$ cat config.mk
export PLATFORM = sky130hd
export DESIGN_NAME = acfs_device_flat
export DESIGN_NICKNAME = d
export VERILOG_FILES = /design/src/shared/acfs_pkg.sv /design/src/shared/acfs_if.sv /design/src/acfs_device.sv /design/src/flat_wrapper.sv
export SDC_FILE = /design/constraint.sdc
export NUM_CORES = 1
export LEC_CHECK = 0
export BUFFER_PORTS_ARGS = -buffer_cell sky130_fd_sc_hd__buf_2
export CAP_MARGIN = 20
export CELL_PAD_IN_SITES_DETAIL_PLACEMENT = 1
export CELL_PAD_IN_SITES_GLOBAL_PLACEMENT = 1
export CORE_UTILIZATION = 45
export CTS_CLUSTER_SIZE = 40
export DETAILED_ROUTE_END_ITERATION = 8
export PLACE_DENSITY_LB_ADDON = 0.1
export SLEW_MARGIN = 25
export SYNTH_ARGS = -nofsm -noshare
export SYNTH_HDL_FRONTEND = slang
export SYNTH_SLANG_ARGS = --single-unit
$ cat constraint.sdc
create_clock -name clk_i -period 6.95 [get_ports clk_i]
set_clock_uncertainty 0.05 [all_clocks]
set_input_delay 0.3475 -clock clk_i [delete_from_list [all_inputs] [get_ports clk_i]]
set_output_delay 0.3475 -clock clk_i [all_outputs]
set_load 0.03 [all_outputs]
$ cat src/shared/acfs_pkg.sv
package acfs_pkg;
  localparam int unsigned CHANNELS        = 16;
  localparam int unsigned PAIR_OFFSET     = 8;
  localparam int unsigned TABLE_MAX       = 128;
  localparam int unsigned DELAY_MAX       = 65535;
  localparam int unsigned CLK_HZ          = 125000000;
  localparam int unsigned PERIOD_NS       = 8;
  localparam int unsigned TEMP_PERIOD_MS  = 1000;
  localparam int unsigned TEMP_CYCLES     = TEMP_PERIOD_MS * (CLK_HZ / 1000);
  localparam int unsigned START_DIV_DEF   = 250;
  localparam int unsigned SUBRANGES       = 3;
  localparam logic [15:0] TEMP_TAG        = 16'hFF00;
  localparam logic [23:0] RST_CODE        = 24'h000000;

  typedef enum logic [1:0] {
    ACFS_SRC_VOLT = 2'b00,
    ACFS_SRC_RES  = 2'b01,
    ACFS_SRC_TEST = 2'b10,
    ACFS_SRC_RSV  = 2'b11
  } acfs_src_t;

  typedef enum logic [1:0] {
    ACFS_REF_POS  = 2'b00,
    ACFS_REF_NEG  = 2'b01,
    ACFS_REF_ZERO = 2'b10,
    ACFS_REF_OFF  = 2'b11
  } acfs_ref_t;

  typedef enum logic [1:0] {
    ACFS_CUR_0P1  = 2'b00,
    ACFS_CUR_0P33 = 2'b01,
    ACFS_CUR_1P0  = 2'b10,
    ACFS_CUR_OFF  = 2'b11
  } acfs_cur_t;

  // table entry: bits [3:0] channel-1, [5:4] source, [7:6] current, [8] reverse, [10:9] range
  localparam int unsigned ENT_W      = 11;
  localparam int unsigned ENT_CH_LSB = 0;
  localparam int unsigned ENT_SRC_LSB = 4;
  localparam int unsigned ENT_CUR_LSB = 6;
  localparam int unsigned ENT_REV_BIT = 8;
  localparam int unsigned ENT_RNG_LSB = 9;
endpackage

$ cat src/shared/acfs_if.sv
`timescale 1ns/1ns
`default_nettype none
interface acfs_if;
  logic        tbl_we;
  logic [6:0]  tbl_addr;
  logic [10:0] tbl_data;
  logic [7:0]  tbl_size_m1;
  logic [15:0] delay;
  logic        cal_cont;
  logic        acq_run;
  logic        smp_valid;
  logic        smp_temp;
  logic        smp_cal;
  logic [3:0]  smp_ch;
  logic [23:0] smp_code;

  modport device (
    input  tbl_we, tbl_addr, tbl_data, tbl_size_m1, delay, cal_cont, acq_run,
    output smp_valid, smp_temp, smp_cal, smp_ch, smp_code
  );
  modport host (
    output tbl_we, tbl_addr, tbl_data, tbl_size_m1, delay, cal_cont, acq_run,
    input  smp_valid, smp_temp, smp_cal, smp_ch, smp_code
  );
endinterface
`default_nettype wire

$ cat src/acfs_device.sv
//
// Summary of operation
// sixteen differential channels routable to amplifier
// channels 1-8 voltage or current output
// channels 9-16 voltage or voltage sense
// resistance pairs only k with k+8
// reference routed positive, negative or zero
// test current drive for line checks
// one-time calibration once at start
// host restarts after long run or heat
// continuous calibration uses delay slots per subrange
// raw codes out, no correction
// table length 1 to 128 entries
// host loads table before starting
// next entry each conversion, wrap to first
// delay slots after last entry
// each delay slot one start period
// delay count 0 to 65535
// host pairs opposite current entries
// repeated channel gets higher rate
// three current levels, only while polled
// temperature samples independent, about once per second
// one sample per entry, none in delay; the code also returns one cal-flagged sample per delay slot
`timescale 1ns/1ns
`default_nettype none
module acfs_device #(
  parameter int unsigned START_DIV = acfs_pkg::START_DIV_DEF,
  parameter int unsigned TEMP_DIV  = acfs_pkg::TEMP_CYCLES
) (
  input  wire logic        clk_i,
  input  wire logic        sys_rst_i,
  acfs_if.device           bus,
  input  wire logic [23:0] adc_code_i,
  input  wire logic [15:0] temp_code_i,
  output logic [15:0]      sel_pos_o,
  output logic [15:0]      sel_neg_o,
  output logic [7:0]       cur_en_o,
  output logic [1:0]       cur_level_o,
  output logic             cur_rev_o,
  output logic [15:0]      test_cur_o,
  output logic [1:0]       reference_voltage_source_o,
  output logic [1:0]       cal_range_o,
  output logic             adc_start_o
);

  //////////////////////////////////////////////////////////////////////
  function automatic logic [15:0] onehot(input logic [3:0] ch);
    onehot = 16'h0001 << ch;
  endfunction

  logic [10:0] tbl_r [acfs_pkg::TABLE_MAX];
  logic [31:0] div_r;
  logic        tick;
  logic [6:0]  idx_r;
  logic [15:0] dly_r;
  logic        run_r;
  logic        cal_once_r;
  logic        in_dly_r;
  logic [1:0]  sub_r;
  logic        pend_r;
  logic        pend_cal_r;
  logic [3:0]  pend_ch_r;
  logic [31:0] tdiv_r;
  logic        tpend_r;
  logic [10:0] ent;

  assign tick = (div_r == 32'(START_DIV - 1));
  assign ent  = tbl_r[idx_r];

  //////////////////////////////////////////////////////////////////////
  // table writes accepted only while stopped
  always_ff @(posedge clk_i)
  begin
    if (bus.tbl_we && !bus.acq_run)
      tbl_r[bus.tbl_addr] <= bus.tbl_data;
  end

  // one start pulse per converter period
  always_ff @(posedge clk_i or posedge sys_rst_i)
  begin
    if (sys_rst_i)
      div_r <= 32'h00000000;
    else if (tick)
      div_r <= 32'h00000000;
    else
      div_r <= div_r + 32'h00000001;
  end

  //////////////////////////////////////////////////////////////////////
  // sequencer: one step per period, a delay slot is a whole period
  always_ff @(posedge clk_i or posedge sys_rst_i)
  begin
    if (sys_rst_i)
    begin
      run_r      <= 1'b0;
      idx_r      <= 7'h00;
      dly_r      <= 16'h0000;
      in_dly_r   <= 1'b0;
      cal_once_r <= 1'b0;
      sub_r      <= 2'h0;
    end
    else if (!bus.acq_run)
    begin
      run_r    <= 1'b0;
      idx_r    <= 7'h00;
      in_dly_r <= 1'b0;
    end
    else if (tick)
    begin
      if (!run_r)
      begin
        run_r      <= 1'b1;
        cal_once_r <= !bus.cal_cont;
        idx_r      <= 7'h00;
      end
      else if (cal_once_r)
        cal_once_r <= 1'b0;
      else if (in_dly_r)
      begin
        if (dly_r == 16'h0001)
          in_dly_r <= 1'b0;
        dly_r <= dly_r - 16'h0001;
        if (bus.cal_cont)
          sub_r <= (sub_r == 2'(acfs_pkg::SUBRANGES - 1)) ? 2'h0 : sub_r + 2'h1;
      end
      else if (idx_r == bus.tbl_size_m1[6:0])
      begin
        idx_r <= 7'h00;
        if (bus.delay != 16'h0000)
        begin
          in_dly_r <= 1'b1;
          dly_r    <= bus.delay;
        end
      end
      else
        idx_r <= idx_r + 7'h01;
    end
  end

  //////////////////////////////////////////////////////////////////////
  // switch drive; current flows only on the polled pair
  always_ff @(posedge clk_i or posedge sys_rst_i)
  begin
    if (sys_rst_i)
    begin
      sel_pos_o   <= 16'h0000;
      sel_neg_o   <= 16'h0000;
      cur_en_o    <= 8'h00;
      cur_level_o <= 2'h3;
      cur_rev_o   <= 1'b0;
      test_cur_o  <= 16'h0000;
      reference_voltage_source_o <= 2'h3;
      cal_range_o <= 2'h0;
      adc_start_o <= 1'b0;
    end
    else
    begin
      adc_start_o <= tick && bus.acq_run;
      if (!bus.acq_run || (tick && (cal_once_r || in_dly_r)))
      begin
        sel_pos_o  <= 16'h0000;
        sel_neg_o  <= 16'h0000;
        cur_en_o   <= 8'h00;
        test_cur_o <= 16'h0000;
        // polarity steps pos, neg, zero with the subrange counter
        reference_voltage_source_o <= (bus.acq_run && (cal_once_r || bus.cal_cont)) ?
                                      sub_r : 2'h3;
        cal_range_o <= sub_r;
      end
      else if (tick)
      begin
        reference_voltage_source_o <= 2'h3;
        cur_level_o <= ent[7:6];
        cur_rev_o   <= ent[acfs_pkg::ENT_REV_BIT];
        sel_pos_o   <= 16'h0000;
        sel_neg_o   <= 16'h0000;
        cur_en_o    <= 8'h00;
        test_cur_o  <= 16'h0000;
        case (acfs_pkg::acfs_src_t'(ent[5:4]))
          acfs_pkg::ACFS_SRC_RES:
          begin
            // pair k with k+8 only, sense on the upper member
            sel_pos_o <= onehot({1'b1, ent[2:0]});
            sel_neg_o <= onehot({1'b1, ent[2:0]});
            cur_en_o  <= 8'h01 << ent[2:0];
          end
          acfs_pkg::ACFS_SRC_TEST:
          begin
            sel_pos_o  <= onehot(ent[3:0]);
            sel_neg_o  <= onehot(ent[3:0]);
            test_cur_o <= onehot(ent[3:0]);
          end
          default:
          begin
            sel_pos_o <= onehot(ent[3:0]);
            sel_neg_o <= onehot(ent[3:0]);
          end
        endcase
      end
    end
  end

  //////////////////////////////////////////////////////////////////////
  // result of an entry returns one period later, raw
  always_ff @(posedge clk_i or posedge sys_rst_i)
  begin
    if (sys_rst_i)
    begin
      pend_r     <= 1'b0;
      pend_cal_r <= 1'b0;
      pend_ch_r  <= 4'h0;
    end
    else if (!bus.acq_run)
      pend_r <= 1'b0;
    else if (tick)
    begin
      pend_r     <= run_r;
      pend_cal_r <= cal_once_r || in_dly_r;
      pend_ch_r  <= ent[3:0];
    end
  end

  always_ff @(posedge clk_i or posedge sys_rst_i)
  begin
    if (sys_rst_i)
    begin
      tdiv_r  <= 32'h00000000;
      tpend_r <= 1'b0;
    end
    else
    begin
      tdiv_r <= (tdiv_r == 32'(TEMP_DIV - 1)) ? 32'h00000000 : tdiv_r + 32'h00000001;
      if (tdiv_r == 32'(TEMP_DIV - 1))
        tpend_r <= 1'b1;
      else if (tpend_r && !(tick && pend_r))
        tpend_r <= 1'b0;
    end
  end

  // converter samples win the slot; temperature waits a cycle
  always_ff @(posedge clk_i or posedge sys_rst_i)
  begin
    if (sys_rst_i)
    begin
      bus.smp_valid <= 1'b0;
      bus.smp_temp  <= 1'b0;
      bus.smp_cal   <= 1'b0;
      bus.smp_ch    <= 4'h0;
      bus.smp_code  <= acfs_pkg::RST_CODE;
    end
    else if (tick && pend_r)
    begin
      bus.smp_valid <= 1'b1;
      bus.smp_temp  <= 1'b0;
      bus.smp_cal   <= pend_cal_r;
      bus.smp_ch    <= pend_ch_r;
      bus.smp_code  <= adc_code_i;
    end
    else if (tpend_r)
    begin
      bus.smp_valid <= 1'b1;
      bus.smp_temp  <= 1'b1;
      bus.smp_cal   <= 1'b0;
      bus.smp_ch    <= 4'h0;
      bus.smp_code  <= {acfs_pkg::TEMP_TAG[15:8], temp_code_i};
    end
    else
    begin
      bus.smp_valid <= 1'b0;
      bus.smp_temp  <= 1'b0;
      bus.smp_cal   <= 1'b0;
    end
  end

endmodule
`default_nettype wire

$ cat src/flat_wrapper.sv
// flat-port wrapper written by rule: the top's interface ports become plain ports
module acfs_device_flat 
#(
  parameter int unsigned START_DIV = acfs_pkg::START_DIV_DEF,
  parameter int unsigned TEMP_DIV  = acfs_pkg::TEMP_CYCLES
)
  (clk_i, sys_rst_i, adc_code_i, temp_code_i, sel_pos_o, sel_neg_o, cur_en_o, cur_level_o, cur_rev_o, test_cur_o, reference_voltage_source_o, cal_range_o, adc_start_o, bus_tbl_we, bus_tbl_addr, bus_tbl_data, bus_tbl_size_m1, bus_delay, bus_cal_cont, bus_acq_run, bus_smp_valid, bus_smp_temp, bus_smp_cal, bus_smp_ch, bus_smp_code);
  acfs_if bus_i ();
  input  wire logic clk_i;
  input  wire logic sys_rst_i;
  input  wire logic [23:0] adc_code_i;
  input  wire logic [15:0] temp_code_i;
  output logic [15:0] sel_pos_o;
  output logic [15:0] sel_neg_o;
  output logic [7:0] cur_en_o;
  output logic [1:0] cur_level_o;
  output logic cur_rev_o;
  output logic [15:0] test_cur_o;
  output logic [1:0] reference_voltage_source_o;
  output logic [1:0] cal_range_o;
  output logic adc_start_o;
  input wire logic [$bits(bus_i.tbl_we)-1:0] bus_tbl_we;
  input wire logic [$bits(bus_i.tbl_addr)-1:0] bus_tbl_addr;
  input wire logic [$bits(bus_i.tbl_data)-1:0] bus_tbl_data;
  input wire logic [$bits(bus_i.tbl_size_m1)-1:0] bus_tbl_size_m1;
  input wire logic [$bits(bus_i.delay)-1:0] bus_delay;
  input wire logic [$bits(bus_i.cal_cont)-1:0] bus_cal_cont;
  input wire logic [$bits(bus_i.acq_run)-1:0] bus_acq_run;
  output wire logic [$bits(bus_i.smp_valid)-1:0] bus_smp_valid;
  output wire logic [$bits(bus_i.smp_temp)-1:0] bus_smp_temp;
  output wire logic [$bits(bus_i.smp_cal)-1:0] bus_smp_cal;
  output wire logic [$bits(bus_i.smp_ch)-1:0] bus_smp_ch;
  output wire logic [$bits(bus_i.smp_code)-1:0] bus_smp_code;
  assign bus_i.tbl_we = bus_tbl_we;
  assign bus_i.tbl_addr = bus_tbl_addr;
  assign bus_i.tbl_data = bus_tbl_data;
  assign bus_i.tbl_size_m1 = bus_tbl_size_m1;
  assign bus_i.delay = bus_delay;
  assign bus_i.cal_cont = bus_cal_cont;
  assign bus_i.acq_run = bus_acq_run;
  assign bus_smp_valid = bus_i.smp_valid;
  assign bus_smp_temp = bus_i.smp_temp;
  assign bus_smp_cal = bus_i.smp_cal;
  assign bus_smp_ch = bus_i.smp_ch;
  assign bus_smp_code = bus_i.smp_code;
  acfs_device #(.START_DIV(START_DIV), .TEMP_DIV(TEMP_DIV)) u_core (.clk_i(clk_i), .sys_rst_i(sys_rst_i), .bus(bus_i), .adc_code_i(adc_code_i), .temp_code_i(temp_code_i), .sel_pos_o(sel_pos_o), .sel_neg_o(sel_neg_o), .cur_en_o(cur_en_o), .cur_level_o(cur_level_o), .cur_rev_o(cur_rev_o), .test_cur_o(test_cur_o), .reference_voltage_source_o(reference_voltage_source_o), .cal_range_o(cal_range_o), .adc_start_o(adc_start_o));
endmodule
==> out/metrics.yaml <==
num-nets-final: 3216
rows: 125
yosysUniqueCellTypes: 65
hold_viol_final: 0
die_h_microns: 345
cpMostUsedCell: "mux4_2"
cts_resized: 0
routed_wl_mm: 137
num_vias: 27900
numCtsBuffers: 141
synth_edf_count: 1152
portBuffers: 178
slew_violations: 0
crit-reg2reg-capture: "u_core.cur_en_o[6]$_DFFE_PP0P_"
crit_path_end_kind: "flip-flop"
clock_path_buffers: 3
cp.required_ns: 7.51
clk_pin_slew_ns: 0.06
cts-root-buf: "clkbuf_16"
setup_viol: 0
gp_congestion: 0.808
rr_worst_depth: 9
cpMaxStageDelayCell: "dfrtp_4"
postSynth.asyncResetShare_pct: 13.4
drt_iter0_drc: 2127
grt_start_max_net_pins: 103
hold_depth: 1
die-area_sq_um: 119000
max_slew_margin_pct: 24.0
postCtsHoldBufs: 60
fin_crit_ns: 4.54
final.setup.tns_ns: 0
cts-htree-levels: 4
drive_gt1_share_pct: 24.8
r2r_setup_slack_ns: 2.41
ys_warn_count: 0
remaining_drc_errors: 0
critPathMaxStageDelay_ns: 0.79
vdd_drop_max_uv: 211
clk_latency_ns: 0.75
power_frac_comb_pct: 1.6
wire_per_inst_microns: 28.9
status: "finished, final reports clean"
switchingPower_mw: 3.25
fillers: 10600
pwr-share-clk_pct: 44.3
powerDensity_nw_per_um2: 266
tightest_slew_ns: 1.14
layout_common_cells: "edfxtp_1 (1,152), mux4_2 (309), nor2_1 (187)"
maxCapViolCount: 0
syn_avg_cell_area_sq_um: 18.6
internal_power_mw: 12.8
synth.top_cell.area_share_pct: 65.3
antenna_found_initial: 8
netlist_area_sq_um: 53000
cts_tree: "yes"
min_period_over_period_pct: 65.3
netlist_instances: 2843
placed_area_sq_um: 55500
holdCritPathClass: "input pin to flip-flop"
yosys_register_bits: 1330
r2r_start: "u_core.idx_r[0]$_DFFE_PP0P_"
dp_hpwl_mm: 85.9
p_sw_share_pct: 20.2
fmax_mhz: 220
initial_core_util_pct: 45.5
synthesis.nets: 2936
synthDominantAreaCellType: "edfxtp_1"
postCtsSetupBuffers: 0
fin_ws_ns: 2.41
leakagePower_nw: 19.7
synth_area_leaders: "edfxtp_1 (65%), mux4_2 (13%), dfrtp_1 (8.2%)"
final_common_cell: "edfxtp_1"
core_area_sq_um: 116000
cp_cell_sequence: "buf_12, mux4_2, mux4_2, o22ai_1, nor4_2, nor4_4, nor2_1, and3_1, a22o_1"
ant_nets: 0
first_pass_iters: 5
viasPerCell: 5.87
num_io_pins: 182
grt_pass1_vias: 29500
area_growth_pct: 14.2
grt_usage_pct: 23.3
grt_pass1_wl_mm: 202
worstSetupStartpointType: "flip-flop"
power_frac_seq_pct: 54.1
ys_seq_area_share_pct: 73.7
fp.dieW_microns: 345
worstSetupPathType: "flip-flop to flip-flop"
crit_fanout: 44
dp_slack_ns: 2.40
critPathArrivalTime_ns: 5.10
hp-start: "bus_tbl_data[5]"
min_to: "u_core.tbl_r[76][5]$_DFFE_PP_"
rsz0062_at_grt: "no"
final_area_sq_um: 60500
synth_ff_type: "edfxtp_1"
grt_remaining_overflow: 0
cts_num_sinks: 1330
==> state kept, by name, indices dropped and copies added, names as in the netlist, 2 cells and up <==
name	cells
u_core.pend_ch_r	4
u_core.test_cur_o	16
u_core.cur_level_o	2
u_core.dly_r	16
u_core.sel_neg_o	16
u_core.tdiv_r	32
u_core.div_r	32
u_core.cal_range_o	2
u_core.bus.smp_code	24
u_core.sub_r	2
u_core.bus.smp_ch	4
u_core.tbl_r	1152
u_core.reference_voltage_source_o	2
u_core.cur_en_o	8
u_core.idx_r	7
==> through the flow <==
step	hold WS, ns	cells	power, mW	util [%]
after detailed placement	0.409	4444	9.11	47.7
after floorplan	0.388	2843	8.92	-
after global routing	0.0567	4755	16.5	52.0
after CTS	0.0336	4753	16.2	51.9
after global placement	0.404	4444	9.09	47.6
final	0.0694	4758	16.1	52.0
==> final cells by class <==
cell class,count,area [sq um],area share [%]
clock buffers,184,3900,6.45
multi-input cells,1343,13100,21.6
well taps,1524,1910,3.15
repair buffers,292,2030,3.35
diodes,5,12.5,0.0207
inverters,15,63.8,0.106
flip-flops and latches,1330,39100,64.6
clock inverters,65,423,0.699
==> synth_stat cells (3+ instances only) <==
cell and n:
nand4_1 22, inv_1 14, buf_6 18, o21ai_0 90
nand3_1 52, nand2b_1 15, mux2i_1 63, o21ai_1 12
dfrtp_1 174, and4_1 7, buf_1 13, xnor2_1 39
nor2_1 216, o31ai_1 14, buf_2 28, nor4_1 22
o22ai_1 20, and2_1 11, nor3_1 31, mux2_2 10
nand3b_1 9, nor2b_1 36, o22a_1 5, buf_4 32
a21oi_1 42, a211oi_1 28, dfstp_2 4, and3_1 17
edfxtp_1 1152, nor4b_1 3, or2_2 5, a22o_1 8
a22oi_1 11, ha_1 6, a2111oi_0 5, mux4_2 309
clkbuf_1 63, or3_1 17, or3b_2 5, nand2_1 156
xor2_1 27
==> logic make-up after synthesis <==
| kind of cell | Yosys count | synth area share (%) |
|---|---|---|
| XOR/XNOR | 66 | 1.09 |
| adder cells (fa/ha/maj) | 6 | 0.142 |
| multiplexers | 383 | 14.6 |
| AND/OR/NAND/NOR | 636 | 5.75 |
| AO/OA/AOI/OAI | 252 | 2.91 |
| buffers and inverters | 170 | 1.77 |
| flip-flops | 1330 | 73.7 |
==> power groups by stage <==
stage                     Clock, mW  Combinational (mW)  Sequential, mW
after global placement            0               0.223            8.87
after detailed placement          0               0.239            8.87
after CTS                      7.28               0.258            8.70
after global routing           7.54               0.278            8.70
final                          7.13               0.257            8.70
after floorplan                   0              0.0505            8.87
==> worst max-delay path: cells and delay by family, from the launching register on <==
family | cells | cell delay (ns)
buffers and inverters | 1 | 0.38
muxes | 2 | 1.15
and+or+nand+nor | 4 | 1.39
DFF | 1 | 0.79
AOI/OAI and AO/OA | 2 | 0.59
==> metal layers <==
metal,up-vias,GRT usage [%],part of all wire (%)
li1,11900,-,-
met2,888,38.3,49
met3,199,4.41,6.0
met1,14900,31.9,43
met4,4,6.30,2.2
met5,-,0,0.016
==> how the worst max path moves through the flow <==
stage | startpoint | to | slack, ns | depth (start not counted)
after floorplan | sys_rst_i | u_core.adc_start_o$_DFF_PP0_ | 1.73 | 1
after global placement | u_core.idx_r[0]$_DFFE_PP0P_ | u_core.cur_en_o[7]$_DFFE_PP0P_ | 2.40 | 9
after detailed placement | u_core.idx_r[0]$_DFFE_PP0P_ | u_core.cur_en_o[6]$_DFFE_PP0P_ | 2.40 | 9
after CTS | u_core.idx_r[0]$_DFFE_PP0P_ | u_core.cur_en_o[6]$_DFFE_PP0P_ | 2.36 | 9
after global routing | u_core.idx_r[0]$_DFFE_PP0P_ | u_core.test_cur_o[5]$_DFFE_PP0P_ | 2.21 | 10
final | u_core.idx_r[0]$_DFFE_PP0P_ | u_core.cur_en_o[6]$_DFFE_PP0P_ | 2.41 | 9
No activity file was read; power rests on OpenSTA's default activity.
